## src/dpm_pkg.sv

```systemverilog
package dpm_pkg;
  localparam int ADDR_W = 12;
  localparam int DATA_W = 16;
  localparam int SEM_SEL_W = 3;
  localparam logic [11:0] LEFT_MBOX_ADDR = 12'hFFE;
  localparam logic [11:0] RIGHT_MBOX_ADDR = 12'hFFF;
  localparam logic [15:0] SEM_TAKE_DATA = 16'h0000;
  localparam logic [15:0] SEM_FREE_DATA = 16'hFFFF;
  localparam int CLK_PERIOD_PS = 4000;
  localparam int ACCESS_NS = 20;
  localparam int ACCESS_CYC = (ACCESS_NS * 1000 + CLK_PERIOD_PS - 1) / CLK_PERIOD_PS;
  localparam int TMR_W = 8;
  localparam int NUM_DEV = 1;

  typedef enum logic [2:0] {
    DPM_MEM_RD,
    DPM_MEM_WR,
    DPM_SEM_REQ,
    DPM_SEM_REL,
    DPM_SEM_RD,
    DPM_POST_MAIL,
    DPM_TAKE_MAIL
  } dpm_cmd_e;

  typedef enum logic [2:0] {
    DPM_ST_INIT,
    DPM_ST_IDLE,
    DPM_ST_SETUP,
    DPM_ST_STROBE,
    DPM_ST_WAITB,
    DPM_ST_END
  } dpm_state_e;
endpackage : dpm_pkg

```

## src/dpm_tmr_if.sv

```systemverilog
`timescale 1ns/1ps
interface dpm_tmr_if;
  logic start;
  logic [7:0] load;
  logic done;
  modport ctrl (output start, output load, input done);
  modport tmr (input start, input load, output done);
endinterface : dpm_tmr_if

```

## src/dpm_timer.sv

```systemverilog
`timescale 1ns/1ps
module dpm_timer
  import dpm_pkg::*;
(
  input wire logic i_clock,
  input wire logic i_rst,
  input wire logic i_clk_en,
  dpm_tmr_if.tmr tif
);
  typedef struct packed {
    logic [TMR_W-1:0] cnt;
  } dpm_tmr_s;

  dpm_tmr_s s_r;
  dpm_tmr_s s_nxt;

  // Done is read one cycle after start, so a load of one or more is always seen
  assign tif.done = (s_r.cnt == '0);

  always_comb begin
    s_nxt = s_r;
    if (tif.start) begin
      s_nxt.cnt = tif.load;
    end else if (s_r.cnt != '0) begin
      s_nxt.cnt = s_r.cnt - 1'b1;
    end
  end

  always_ff @(posedge i_clock or posedge i_rst) begin
    if (i_rst) begin
      s_r <= '0;
    end else if (i_clk_en) begin
      s_r <= s_nxt;
    end
  end
endmodule : dpm_timer

```

## src/dpm_host.sv

```systemverilog
// Overview of operation
// - Without mailboxes, words FFE and FFF serve as plain memory.
// - Processors put both mailbox flags in a known state after power-up.
// - In slave role the system holds busy high, or low to block writes.
// - A low busy may stall the requester until the other side finishes.
// - Stacked devices combine busy outputs through an AND function.
// - Semaphore access holds memory select high and semaphore select low.
`timescale 1ns/1ps
module dpm_host
  import dpm_pkg::*;
#(
  parameter logic [11:0] OWN_MBOX = LEFT_MBOX_ADDR,
  parameter logic [11:0] PEER_MBOX = RIGHT_MBOX_ADDR,
  parameter int NDEV = NUM_DEV
) (
  input wire logic i_clock,
  input wire logic i_rst,
  input wire logic i_clk_en,
  input wire logic i_cmd_valid,
  input wire dpm_cmd_e i_cmd,
  input wire logic [ADDR_W-1:0] i_cmd_addr,
  input wire logic [DATA_W-1:0] i_cmd_wdata,
  input wire logic i_block_writes,
  output logic o_cmd_ready,
  output logic o_rsp_valid,
  output logic [DATA_W-1:0] o_rsp_rdata,
  output logic o_rsp_stalled,
  output logic o_init_done,
  output logic o_mail_pending,
  output logic [ADDR_W-1:0] o_addr,
  output logic o_ce_n,
  output logic o_oe_n,
  output logic o_rw_n,
  output logic o_token_space_select_n,
  output logic [DATA_W-1:0] o_data,
  output logic o_data_oe_n,
  input wire logic [DATA_W-1:0] i_data,
  input wire logic [NDEV-1:0] i_contention_flag_n,
  input wire logic i_mailbox_flag_n,
  output logic o_contention_hold_n
);
  typedef struct packed {
    dpm_state_e st;
    dpm_cmd_e cmd;
    logic init;
    logic stalled;
    logic [ADDR_W-1:0] addr;
    logic ce_n;
    logic oe_n;
    logic rw_n;
    logic sem_n;
    logic [DATA_W-1:0] dout;
    logic doe_n;
    logic [DATA_W-1:0] rdata;
    logic rsp_valid;
    logic ready;
    logic init_done;
    logic hold_n;
    logic mail;
  } dpm_host_s;

  dpm_host_s s_r;
  dpm_host_s s_nxt;
  dpm_tmr_if tif ();
  logic busy_all_n;

  dpm_timer u_timer (
    .i_clock (i_clock),
    .i_rst (i_rst),
    .i_clk_en (i_clk_en),
    .tif (tif)
  );

  function automatic logic is_write(input dpm_cmd_e c);
    return (c == DPM_MEM_WR) || (c == DPM_SEM_REQ) || (c == DPM_SEM_REL) || (c == DPM_POST_MAIL);
  endfunction : is_write

  function automatic logic is_sem(input dpm_cmd_e c);
    return (c == DPM_SEM_REQ) || (c == DPM_SEM_REL) || (c == DPM_SEM_RD);
  endfunction : is_sem

  // Stacked devices share one word, so any low busy stalls a write access; reads ignore busy
  assign busy_all_n = &i_contention_flag_n;

  always_comb begin
    s_nxt = s_r;
    s_nxt.rsp_valid = 1'b0;
    s_nxt.hold_n = ~i_block_writes;
    s_nxt.mail = ~i_mailbox_flag_n;
    tif.start = 1'b0;
    tif.load = TMR_W'(ACCESS_CYC);
    case (s_r.st)
      DPM_ST_INIT: begin
        // Flag has no power-up value; a read of our own mailbox word clears it
        s_nxt.cmd = DPM_TAKE_MAIL;
        s_nxt.init = 1'b1;
        s_nxt.stalled = 1'b0;
        s_nxt.addr = OWN_MBOX;
        s_nxt.ce_n = 1'b0;
        s_nxt.st = DPM_ST_SETUP;
      end
      DPM_ST_IDLE: begin
        if (i_cmd_valid) begin
          s_nxt.cmd = i_cmd;
          s_nxt.init = 1'b0;
          s_nxt.stalled = 1'b0;
          s_nxt.ready = 1'b0;
          s_nxt.st = DPM_ST_SETUP;
          case (i_cmd)
            DPM_POST_MAIL: s_nxt.addr = PEER_MBOX;
            DPM_TAKE_MAIL: s_nxt.addr = OWN_MBOX;
            DPM_SEM_REQ, DPM_SEM_REL, DPM_SEM_RD: s_nxt.addr = {9'h000, i_cmd_addr[SEM_SEL_W-1:0]};
            default: s_nxt.addr = i_cmd_addr;
          endcase
          if (is_sem(i_cmd)) begin
            s_nxt.sem_n = 1'b0;
            s_nxt.ce_n = 1'b1;
          end else begin
            s_nxt.ce_n = 1'b0;
          end
          if (i_cmd == DPM_SEM_REQ) begin
            s_nxt.dout = SEM_TAKE_DATA;
          end else if (i_cmd == DPM_SEM_REL) begin
            s_nxt.dout = SEM_FREE_DATA;
          end else begin
            s_nxt.dout = i_cmd_wdata;
          end
          s_nxt.doe_n = ~is_write(i_cmd);
        end
      end
      DPM_ST_SETUP: begin
        // Address and selects settle for one cycle before the strobe
        if (is_write(s_r.cmd)) begin
          s_nxt.rw_n = 1'b0;
        end else begin
          s_nxt.oe_n = 1'b0;
        end
        tif.start = 1'b1;
        s_nxt.st = DPM_ST_STROBE;
      end
      DPM_ST_STROBE: begin
        if (is_write(s_r.cmd) && !busy_all_n) begin
          // Device drops the write anyway; stall and repeat once busy clears
          s_nxt.rw_n = 1'b1;
          s_nxt.stalled = 1'b1;
          s_nxt.st = DPM_ST_WAITB;
        end else if (tif.done) begin
          s_nxt.rdata = i_data;
          s_nxt.rw_n = 1'b1;
          s_nxt.oe_n = 1'b1;
          s_nxt.st = DPM_ST_END;
        end
      end
      DPM_ST_WAITB: begin
        if (busy_all_n) begin
          s_nxt.st = DPM_ST_SETUP;
        end
      end
      DPM_ST_END: begin
        s_nxt.ce_n = 1'b1;
        s_nxt.sem_n = 1'b1;
        s_nxt.doe_n = 1'b1;
        s_nxt.ready = 1'b1;
        s_nxt.st = DPM_ST_IDLE;
        if (s_r.init) begin
          s_nxt.init_done = 1'b1;
        end else begin
          s_nxt.rsp_valid = 1'b1;
        end
      end
      default: begin
        s_nxt.st = DPM_ST_INIT;
      end
    endcase
  end

  always_ff @(posedge i_clock or posedge i_rst) begin
    if (i_rst) begin
      s_r <= '{st: DPM_ST_INIT, cmd: DPM_MEM_RD, init: 1'b0, stalled: 1'b0, addr: '0, ce_n: 1'b1,
               oe_n: 1'b1, rw_n: 1'b1, sem_n: 1'b1, dout: '0, doe_n: 1'b1, rdata: '0,
               rsp_valid: 1'b0, ready: 1'b0, init_done: 1'b0, hold_n: 1'b1, mail: 1'b0};
    end else if (i_clk_en) begin
      s_r <= s_nxt;
    end
  end

  assign o_cmd_ready = s_r.ready;
  assign o_rsp_valid = s_r.rsp_valid;
  assign o_rsp_rdata = s_r.rdata;
  assign o_rsp_stalled = s_r.stalled;
  assign o_init_done = s_r.init_done;
  assign o_mail_pending = s_r.mail;
  assign o_addr = s_r.addr;
  assign o_ce_n = s_r.ce_n;
  assign o_oe_n = s_r.oe_n;
  assign o_rw_n = s_r.rw_n;
  assign o_token_space_select_n = s_r.sem_n;
  assign o_data = s_r.dout;
  assign o_data_oe_n = s_r.doe_n;
  assign o_contention_hold_n = s_r.hold_n;
endmodule : dpm_host

```

## config.mk

```make
export PLATFORM = sky130hd
export DESIGN_NAME = dpm_host
export DESIGN_NICKNAME = d
export VERILOG_FILES = /design/src/dpm_pkg.sv /design/src/dpm_tmr_if.sv /design/src/dpm_timer.sv /design/src/dpm_host.sv
export SDC_FILE = /design/constraint.sdc
export NUM_CORES = 1
export LEC_CHECK = 0
export BUFFER_PORTS_ARGS = -buffer_cell sky130_fd_sc_hd__buf_2
export CAP_MARGIN = 5
export CORE_UTILIZATION = 55
export DETAILED_ROUTE_END_ITERATION = 8
export GPL_TIMING_DRIVEN = 0
export PLACE_DENSITY_LB_ADDON = 0.1
export SLEW_MARGIN = 40
export SYNTH_ARGS = -nofsm -noshare
export SYNTH_HDL_FRONTEND = slang
export SYNTH_SLANG_ARGS = --single-unit
```

## constraint.sdc

```tcl
create_clock -name i_clock -period 4.8 [get_ports i_clock]
set_input_delay 0.96 -clock i_clock [delete_from_list [all_inputs] [get_ports i_clock]]
set_output_delay 0.96 -clock i_clock [all_outputs]
set_load 0.02 [all_outputs]
```

==> results of run 1 <==
[cell families after synthesis]
| kind of cell | after synthesis | share of synthesized area |
|---|---|---|
| adders and majority gates | 2 | 0.00704 |
| AOI/OAI and AO/OA | 89 | 0.144 |
| muxes | 17 | 0.0641 |
| buffers and inverters | 78 | 0.138 |
| xor gates and xnor gates | 5 | 0.0123 |
| DFF | 70 | 0.495 |
| and+or+nand+nor | 99 | 0.139 |
[through the flow]
step / std cells / utilization / instance area (um^2) / setup slack, ns
floorplan: 360 / - / 3550 / 2.08
global placement: 541 / 0.689 / 4180 / 1.22
detailed placement: 542 / 0.693 / 4200 / 2.14
CTS: 558 / 0.734 / 4450 / 2.29
global route: 558 / 0.734 / 4450 / 2.19
finish: 558 / 0.734 / 4450 / 2.30
[worst min-delay path by stage]
| stage | startpoint | endpoint | slack [ns] | cells past startpoint |
|---|---|---|---|---|
| finish | s_r[55] | o_rsp_valid | 0.44 | 1 |
| floorplan | s_r[55] | o_rsp_valid | 0.42 | 1 |
| CTS | s_r[55] | o_rsp_valid | 0.44 | 1 |
| detailed placement | s_r[55] | o_rsp_valid | 0.44 | 1 |
| global placement | s_r[55] | o_rsp_valid | 0.43 | 1 |
| global route | s_r[55] | o_rsp_valid | 0.46 | 1 |
[critical path: stages (launching register included)]
cell and delay, ns:
dfrtp_1 0.41, inv_1 0.09, ha_1 0.19, or3b_2 0.45
clkbuf_1 0.22, nor2_4 0.18, and4bb_1 0.24, buf_6 0.15
buf_12 0.15, mux2_4 0.30
[routing by layer]
metal  vias to the layer above  track usage
met4                         0        0.104
met3                        12       0.0516
li1                       1417            -
met5                         -            0
met2                        90        0.388
met1                      1393        0.329
[flip-flops by register name (all words and copies together), names as in the netlist, 7 cells and up]
signal / cells
o_rsp_rdata: 16
o_data: 16
u_timer.s_r: 8
o_addr: 12
s_r: 7
[power by group]
group | total [mW] | leakage [nW] | switching [mW] | internal (mW)
logic | 1.24 | 1.27 | 0.668 | 0.568
clock network | 0.596 | 0.124 | 0.221 | 0.374
registers | 0.972 | 0.848 | 0.141 | 0.831
total | 2.80 | 2.24 | 1.03 | 1.77
[synthesized netlist by cell type, types with 2 or more instances]
library cell,number
nor2_1,25
clkbuf_1,16
o21bai_1,3
inv_1,14
o21ai_0,32
nand2_1,38
dfrtp_1,64
o22ai_1,2
nand3_1,6
mux2_4,10
or3b_2,3
nand4b_1,2
o211ai_1,3
nand2b_1,4
ha_1,2
xor2_1,4
nor3b_1,4
buf_6,2
o31ai_1,3
nor2b_1,4
nor3_1,4
a21oi_1,36
buf_4,44
dfstp_2,6
mux2_2,6
[area by class of cell]
class	count	area [um^2]
Buffer	64	438
Clock buffer	13	159
Clock inverter	3	90.1
Fill cell	462	1610
Inverter	14	57.6
Multi-Input combinational cell	212	1300
Sequential cell	70	1760
Tap cell	75	93.8
Timing Repair Buffer	107	551
==> impl_metrics.env, run 1 <==
export IMPL_synth_edf_count=0
export IMPL_top_layer_used="met4"
export IMPL_finalClockSkew_ns=0.00886
export IMPL_yosys_top_cells_area="dfrtp_1 45%, buf_4 9.3%, a21oi_1 5.1%"
export IMPL_power_total_mw=2.80
export IMPL_fin_crit_sh=0.521
export IMPL_cts_max_path_buffers=2
export IMPL_synth_area_leader_cell="dfrtp_1"
export IMPL_grt_overflow_total=0
export IMPL_area_growth_pct=25.3
export IMPL_startpoint="u_timer.s_r[0]"
export IMPL_cellLeakagePower_nw=2.24
export IMPL_antenna_left=0
export IMPL_cts_hold_buf=0
export IMPL_grt_pass1_wl_mm=12.3
export IMPL_r2r_end="o_rsp_rdata[4]"
export IMPL_slew_headroom=0.536
export IMPL_numClockSinks=70
export IMPL_critPathCaptureType="flip-flop"
export IMPL_clock_latency_ns=0.35
export IMPL_whs_ns=0.441
export IMPL_tritoncts="yes"
export IMPL_hold_viol=0
export IMPL_synthArstFlopShare=1.00
export IMPL_core_area_um2=6060
export IMPL_final_cell_mix="106 x buf_2, 64 x dfrtp_1, 44 x buf_4, 38 x nand2_1, 36 x a21oi_1"
export IMPL_netlist_area_leader_share=0.451
export IMPL_start_util=0.586
export IMPL_dp_hpwl_mm=5.54
export IMPL_synth_ff_type="dfrtp_1"
export IMPL_rsz0062_at_grt="no"
export IMPL_worstPathArrival_ns=2.73
export IMPL_rows=28
export IMPL_numPortBuffers=106
export IMPL_setup_viol_count_final=0
export IMPL_timing_fmax_mhz=400
export IMPL_start_kind="flip-flop"
export IMPL_grt_pass1_vias=2596
export IMPL_route_detailed_drc=0
export IMPL_maxCapViolCount=0
export IMPL_fin_nets=534
export IMPL_crit_fanout=10
export IMPL_rr_worst_depth=9
export IMPL_status="completed"
export IMPL_netlist_area_um2=3550
export IMPL_crit_type="flip-flop to flip-flop"
export IMPL_drive_gt1_frac=0.414
export IMPL_setup_tns_final_ns=0
export IMPL_die_w_um=82.4
export IMPL_met1_length_mm=3.41
export IMPL_period_minus_slack_ns=2.50
export IMPL_worstMarginPinSlew_ns=0.693
export IMPL_h_tree_depth=3
export IMPL_cts_setup_buffers=0
export IMPL_wire_per_inst_um=14.0
export IMPL_antenna_found_initial=0
export IMPL_crit_required_ns=5.03
export IMPL_r2r_start="u_timer.s_r[0]"
export IMPL_syn_area_per_cell_um2=9.87
export IMPL_cp_endpoint="o_rsp_rdata[4]"
export IMPL_final_common_cell="buf_2"
export IMPL_synthCells=360
export IMPL_synth_seq_cells=70
export IMPL_grt_max_degree=37
export IMPL_vias_per_cell=5.22
export IMPL_antennaDiodeCount=0
export IMPL_wirelength_mm=7.79
export IMPL_cts_root_buf="clkbuf_8"
export IMPL_drt_iter0_drc=139
export IMPL_cts_resized=0
export IMPL_globalplace_congestion=0.810
export IMPL_ios=109
export IMPL_drv_slew=0
export IMPL_synth_cell_type_count=48
export IMPL_syn_nets=416
export IMPL_via_count=2912
export IMPL_cts_made_buffers=9
export IMPL_firstDrtPassIters=5
export IMPL_grt_total_usage=0.246
export IMPL_hp_class="flip-flop to flip-flop"
export IMPL_die_y_um=82.4
export IMPL_synth_warnings=0
export IMPL_met3_length_um=434
export IMPL_dr_wl_met2_mm=3.83
export IMPL_vdd_ir_drop_worst_v=0.000359
export IMPL_yosysSeqAreaShare=0.495
export IMPL_die_area_um2=6780
export IMPL_power_density_nw_per_um2=630
export IMPL_worst_r2r_setup_slack_ns=2.30
export IMPL_clk_pin_slew_ns=0.07
(Power assumes the default switching activity.)
==> inputs of run 2 (changes only) <==
--- a/config.mk
+++ b/config.mk
@@ -5,9 +5,10 @@
 export SDC_FILE = /design/constraint.sdc
 export NUM_CORES = 1
 export LEC_CHECK = 0
+export ABC_AREA = 1
 export BUFFER_PORTS_ARGS = -buffer_cell sky130_fd_sc_hd__buf_2
 export CAP_MARGIN = 5
-export CORE_UTILIZATION = 55
+export CORE_UTILIZATION = 47
 export DETAILED_ROUTE_END_ITERATION = 8
 export GPL_TIMING_DRIVEN = 0
 export PLACE_DENSITY_LB_ADDON = 0.1
==> constraint.sdc (replaced) <==
create_clock -name i_clock -period 2.1 [get_ports i_clock]
set_input_delay 0.42 -clock i_clock [delete_from_list [all_inputs] [get_ports i_clock]]
set_output_delay 0.42 -clock i_clock [all_outputs]
set_load 0.02 [all_outputs]
==> run 2 against run 1 <==
Effect of this change:
- power increased by 130%
- worst setup slack got worse by 1.9 ns
- global-route usage decreased by 4.3 points
- first-iteration DRC count decreased by 31%
- via count increased by 6.7%
- flip-flop and latch count unchanged
- core utilization decreased by 12 points
- critical path type unchanged
==> impl_metrics.env, run 2 <==
export IMPL_status="completed"
export IMPL_yosys_top_cells_area="dfrtp_1 45%, buf_4 9.4%, nand2_1 6.4%"
export IMPL_globalplace_congestion=0.786
export IMPL_cts_root_buf="clkbuf_8"
export IMPL_syn_area_per_cell_um2=8.45
export IMPL_cts_hold_buf=0
export IMPL_layout_setup_ws_ns=0.429
export IMPL_die_w_um=89.5
export IMPL_fin_crit_sh=0.796
export IMPL_cellLeakagePower_nw=2.34
export IMPL_syn_nets=482
export IMPL_grt_max_degree=26
export IMPL_setup_tns_final_ns=0
export IMPL_clock_latency_ns=0.34
export IMPL_rows=31
export IMPL_cts_max_path_buffers=2
export IMPL_final_cell_mix="114 x buf_2, 64 x dfrtp_1, 61 x nand2_1, 45 x buf_4, 41 x nand3_1"
export IMPL_die_y_um=89.5
export IMPL_numPortBuffers=107
export IMPL_worstPathArrival_ns=1.89
export IMPL_met1_length_mm=3.51
export IMPL_hold_viol=0
export IMPL_pwr_share_clk=0.187
export IMPL_maxCapViolCount=0
export IMPL_antenna_found_initial=0
export IMPL_setup_viol_count_final=0
export IMPL_top_layer_used="met4"
export IMPL_cts_setup_buffers=0
export IMPL_rsz0062_at_grt="no"
export IMPL_switching_share=0.396
export IMPL_synth_most_common_cell="dfrtp_1"
export IMPL_grt_total_usage=0.203
export IMPL_antennaDiodeCount=0
export IMPL_placed_area_um2=4300
export IMPL_met3_length_um=397
export IMPL_worstMarginPinSlew_ns=0.524
export IMPL_h_tree_depth=3
export IMPL_period_minus_slack_ns=1.67
export IMPL_netlist_area_um2=3600
export IMPL_core_area_um2=7330
export IMPL_dr_wl_met2_mm=3.90
export IMPL_cts_made_buffers=9
export IMPL_r2r_end="o_rsp_rdata[13]"
export IMPL_grt_overflow_total=0
export IMPL_crit_type="flip-flop to flip-flop"
export IMPL_whs_ns=0.115
export IMPL_hp_class="primary input to asynchronous set/reset pin"
export IMPL_finalClockSkew_ns=0.0104
export IMPL_die_area_um2=8010
export IMPL_synth_seq_cells=70
export IMPL_cts_resized=0
export IMPL_dp_slack_ns=0.422
export IMPL_p_switching_mw=2.56
export IMPL_timing_fmax_mhz=598
export IMPL_r2r_start="u_timer.s_r[0]"
export IMPL_start_kind="flip-flop"
export IMPL_synth_warnings=0
export IMPL_synth_common_cells="64 x dfrtp_1, 61 x nand2_1, 45 x buf_4, 41 x nand3_1, 40 x o21ai_0"
export IMPL_synth_area_leader_cell="dfrtp_1"
export IMPL_final_area_um2=4520
export IMPL_power_density_nw_per_um2=1430
export IMPL_firstDrtPassIters=4
export IMPL_vdd_ir_drop_worst_v=0.000627
export IMPL_power_frac_seq=0.345
export IMPL_synthArstFlopShare=1.00
export IMPL_tritoncts="yes"
export IMPL_startpoint="u_timer.s_r[0]"
export IMPL_via_count=3108
export IMPL_dp_hpwl_mm=5.80
export IMPL_crit_required_ns=2.32
export IMPL_slew_headroom=0.649
export IMPL_netlist_area_leader_share=0.445
export IMPL_wire_per_inst_um=12.1
export IMPL_wirelength_mm=7.85
export IMPL_power_total_mw=6.46
export IMPL_crit_fanout=10
export IMPL_grt_pass1_wl_mm=12.4
export IMPL_route_detailed_drc=0
export IMPL_synth_cell_type_count=28
export IMPL_drv_slew=0
export IMPL_synthCells=426
export IMPL_rr_worst_depth=8
export IMPL_critPathCaptureType="flip-flop"
export IMPL_yosysSeqAreaShare=0.489
export IMPL_fin_nets=602
export IMPL_drt_iter0_drc=96
export IMPL_numClockSinks=70
export IMPL_drive_gt1_frac=0.374
export IMPL_clk_pin_slew_ns=0.08
export IMPL_synth_edf_count=0
export IMPL_synth_ff_type="dfrtp_1"
export IMPL_p_comb_frac=0.468
export IMPL_internal_power_mw=3.91
export IMPL_start_util=0.491
export IMPL_cp_endpoint="o_rsp_rdata[13]"
export IMPL_final_common_cell="buf_2"
export IMPL_ios=109
export IMPL_antenna_left=0
export IMPL_area_growth_pct=25.7
export IMPL_vias_per_cell=4.78
export IMPL_worst_r2r_setup_slack_ns=0.43
export IMPL_grt_pass1_vias=2804
-- run 2: changes by cell type after synthesis, sizes merged, moves of 16 or more --
| cell | previous run | this run |
|---|---|---|
| a21oi | 36 | 5 |
| nand3 | 6 | 41 |
| nand2 | 38 | 65 |
| inv | 14 | 46 |
| nor2 | 26 | 43 |
| o21ai | 32 | 70 |
| mux2 | 16 | 0 |
-- run 2: cell families (layout without fill, tap and decap cells) --
logic type,count (synthesis),in the layout,share of synthesized area
AND/OR/NAND/NOR,158,158,0.197
flip-flops,70,70,0.489
adder cells (fa/ha/maj),2,2,0.00695
AO/OA/AOI/OAI,91,91,0.141
XOR/XNOR,2,2,0.00487
buffers and inverters,103,228,0.161
-- run 2: worst min-delay path by stage --
| stage | to | slack [ns] | cells past startpoint |
|---|---|---|---|
| after floorplan | o_rsp_valid | 0.44 | 1 |
| after global placement | o_rw_n | 0.45 | 2 |
| after detailed placement | o_rw_n | 0.45 | 2 |
| after CTS | o_addr[7] | 0.12 | 2 |
| after global routing | o_addr[7] | 0.15 | 2 |
| final | o_addr[7] | 0.11 | 2 |
-- run 2: power by group through the flow --
stage | Combinational (mW) | Sequential, mW | Clock [mW]
after floorplan | 2.22 | 2.26 | 0
after global placement | 2.98 | 2.23 | 0
after detailed placement | 3.04 | 2.26 | 0
after CTS | 3.06 | 2.23 | 1.24
after global routing | 3.36 | 2.30 | 1.29
final | 3.02 | 2.23 | 1.21
-- run 2: final cells by class --
cell class,count,area [um^2]
Fill cell,680,2810
Sequential cell,70,1760
Multi-Input combinational cell,253,1260
Timing Repair Buffer,109,576
Buffer,57,407
Inverter,46,176
Clock buffer,10,138
Tap cell,99,124
Clock inverter,6,85.1
-- run 2: worst max-delay path, cell delays in order, from the launching register on --
cell     delay (ns)
dfrtp_1        0.36
inv_1          0.16
ha_1           0.18
nand2_1        0.05
nor2_1         0.15
nand4_1        0.24
buf_2          0.27
nand2_1        0.07
o21ai_1        0.06
-- run 2: layer usage --
layer  track usage  up-vias
met4        0.0664        0
met1         0.249     1444
met5             0        -
li1              -     1587
met2         0.349       73
met3        0.0517        4
-- run 2: stage by stage --
stage          std cells  utilization
2_1_floorplan        426            -
3_3_place_gp         632        0.581
3_5_place_dp         634        0.587
4_1_cts              650        0.617
5_1_grt              650        0.617
6_report             650        0.617
==> inputs of run 3 (changes only) <==
--- a/config.mk
+++ b/config.mk
@@ -8,7 +8,7 @@
 export ABC_AREA = 1
 export BUFFER_PORTS_ARGS = -buffer_cell sky130_fd_sc_hd__buf_2
 export CAP_MARGIN = 5
-export CORE_UTILIZATION = 47
+export CORE_UTILIZATION = 52
 export DETAILED_ROUTE_END_ITERATION = 8
 export GPL_TIMING_DRIVEN = 0
 export PLACE_DENSITY_LB_ADDON = 0.1
==> constraint.sdc (replaced) <==
create_clock -name i_clock -period 1.7 [get_ports i_clock]
set_input_delay 0.34 -clock i_clock [delete_from_list [all_inputs] [get_ports i_clock]]
set_output_delay 0.34 -clock i_clock [all_outputs]
set_load 0.02 [all_outputs]
==> run 3 against run 2 <==
Effect of this change:
- clock power down 7%
- final area down 0.30%
- die area down 9.4%
- non-clock buffer count up 3
==> impl_metrics.env, run 3 (same netlist as run 2, synthesis figures left out) <==
export IMPL_status="completed"
export IMPL_power_density_nw_per_um2=1700
export IMPL_finalClockSkew_ns=0.00677
export IMPL_worstPathArrival_ns=1.80
export IMPL_fin_cells=629
export IMPL_crit_required_ns=1.92
export IMPL_die_area_um2=7260
export IMPL_setup_viol_count_final=0
export IMPL_antennaDiodeCount=0
export IMPL_grt_pass1_wl_mm=13.2
export IMPL_final_cell_mix="109 x buf_2, 63 x dfrtp_1, 60 x nand2_1, 49 x buf_4"
export IMPL_power_total_mw=7.67
export IMPL_clock_latency_ns=0.33
export IMPL_die_w_um=85.2
export IMPL_rsz0062_at_grt="no"
export IMPL_grt_overflow_total=0
export IMPL_start_kind="flip-flop"
export IMPL_drt_iter0_drc=146
export IMPL_wirelength_mm=7.77
export IMPL_fin_crit_sh=0.928
export IMPL_rows=29
export IMPL_fillers=574
export IMPL_worstMarginPinSlew_ns=0.550
export IMPL_drive_gt1_frac=0.377
export IMPL_cellLeakagePower_nw=2.34
export IMPL_globalplace_congestion=0.816
export IMPL_hold_viol=0
export IMPL_final_area_um2=4510
export IMPL_cts_made_buffers=9
export IMPL_drv_slew=0
export IMPL_wire_per_inst_um=12.3
export IMPL_numPortBuffers=107
export IMPL_whs_ns=0.159
export IMPL_fin_nets=605
export IMPL_maxCapViolCount=0
export IMPL_hp_class="primary input to flip-flop"
export IMPL_path_common_cell="nand3_1"
export IMPL_ios=109
export IMPL_tritoncts="yes"
export IMPL_worst_r2r_setup_slack_ns=0.12
export IMPL_cts_root_buf="clkbuf_8"
export IMPL_slew_headroom=0.631
export IMPL_grt_total_usage=0.230
export IMPL_route_detailed_drc=0
export IMPL_final_common_cell="buf_2"
export IMPL_cp_top_family="simple AND/OR/NAND/NOR gates"
export IMPL_crit_type="flip-flop to flip-flop"
export IMPL_cpPeakStageDelay_ns=0.36
export IMPL_clk_pin_slew_ns=0.07
export IMPL_vdd_ir_drop_worst_v=0.000842
export IMPL_antenna_left=0
export IMPL_vias_per_cell=4.97
export IMPL_timing_fmax_mhz=634
export IMPL_firstDrtPassIters=5
export IMPL_path_cells="buf_4 -> nor2_1 -> nand3_1 -> o21ai_2 -> clkbuf_4 -> nand3_1 -> o21a_1"
export IMPL_crit_fanout=10
export IMPL_h_tree_depth=3
export IMPL_area_growth_pct=25.3
export IMPL_setup_tns_final_ns=0
export IMPL_numClockSinks=70
export IMPL_core_area_um2=6530
export IMPL_path_buf_inv=2
export IMPL_cts_max_path_buffers=2
export IMPL_period_minus_slack_ns=1.58
export IMPL_critPathCaptureType="flip-flop"
export IMPL_dp_hpwl_mm=5.94
export IMPL_antenna_found_initial=0
export IMPL_via_count=3127
export IMPL_placed_area_um2=4320
export IMPL_critPathSlowestCell="dfrtp_1"
export IMPL_grt_max_degree=21
export IMPL_placed_cells=613
export IMPL_grt_pass1_vias=2959
export IMPL_die_y_um=85.2
export IMPL_start_util=0.551
==> run 3: changes by cell type in the layout (fill, tap and decap cells not counted), moves of 2 or more <==
cell / delta
clkinvlp_4: -2
buf_16: +3
buf_2: -5
clkbuf_4: +2
clkbuf_1: +2
buf_12: -2
buf_4: +4
bufinv_16: -2
==> run 3: path summary, 6_finish.rpt <==
kind	endpoint	from	cells past startpoint
worst max-delay path	o_addr[3]	s_r[59]	7
worst min-delay path	o_contention_hold_n	i_block_writes	2
worst max register to register	o_addr[3]	s_r[59]	7
worst min register to register	o_rsp_valid	s_r[55]	1
max in group asynchronous	o_token_space_select_n	i_rst	6
min in group asynchronous	o_addr[7]	i_rst	3
==> run 3: area by class of cell <==
class / instances / area [um^2] / share of cell area
Timing Repair Buffer: 112 / 636 / 0.141
Sequential cell: 70 / 1760 / 0.390
Buffer: 57 / 419 / 0.0929
Inverter: 46 / 176 / 0.0391
Tap cell: 77 / 96.3 / 0.0214
Clock buffer: 12 / 145 / 0.0322
Multi-Input combinational cell: 253 / 1270 / 0.281
Clock inverter: 2 / 10.0 / 0.00222
==> run 3: layer usage <==
| layer | global-route usage | wire length, um | vias to the layer above | part of all wire |
|---|---|---|---|---|
| met3 | 0.0593 | 402 | 8 | 0.052 |
| met5 | 0 | 0 | - | 0 |
| met4 | 0.0601 | 87 | 0 | 0.011 |
| met1 | 0.285 | 3460 | 1440 | 0.45 |
| met2 | 0.399 | 3820 | 84 | 0.49 |
| li1 | - | - | 1595 | - |
==> run 3: power by group <==
part / total, mW / switching, mW / internal, mW
combinational: 3.77 / 2.16 / 1.61
sequential: 2.77 / 0.387 / 2.38
clock: 1.13 / 0.576 / 0.550
==> run 3: stage by stage <==
stage,setup WS [ns],utilization
6_report,0.122,0.691
3_3_place_gp,0.0621,0.648
5_1_grt,0.00165,0.691
4_1_cts,0.0164,0.686
3_5_place_dp,0.0420,0.661
2_1_floorplan,0.289,-
==> run 3: what timing repair did <==
action	4_1_cts	5_1_grt
resized for setup	0	12
setup endpoints to repair	0	31
hold buffers	1	0
endpoints found under the hold margin	13	0
buffers inserted	0	1
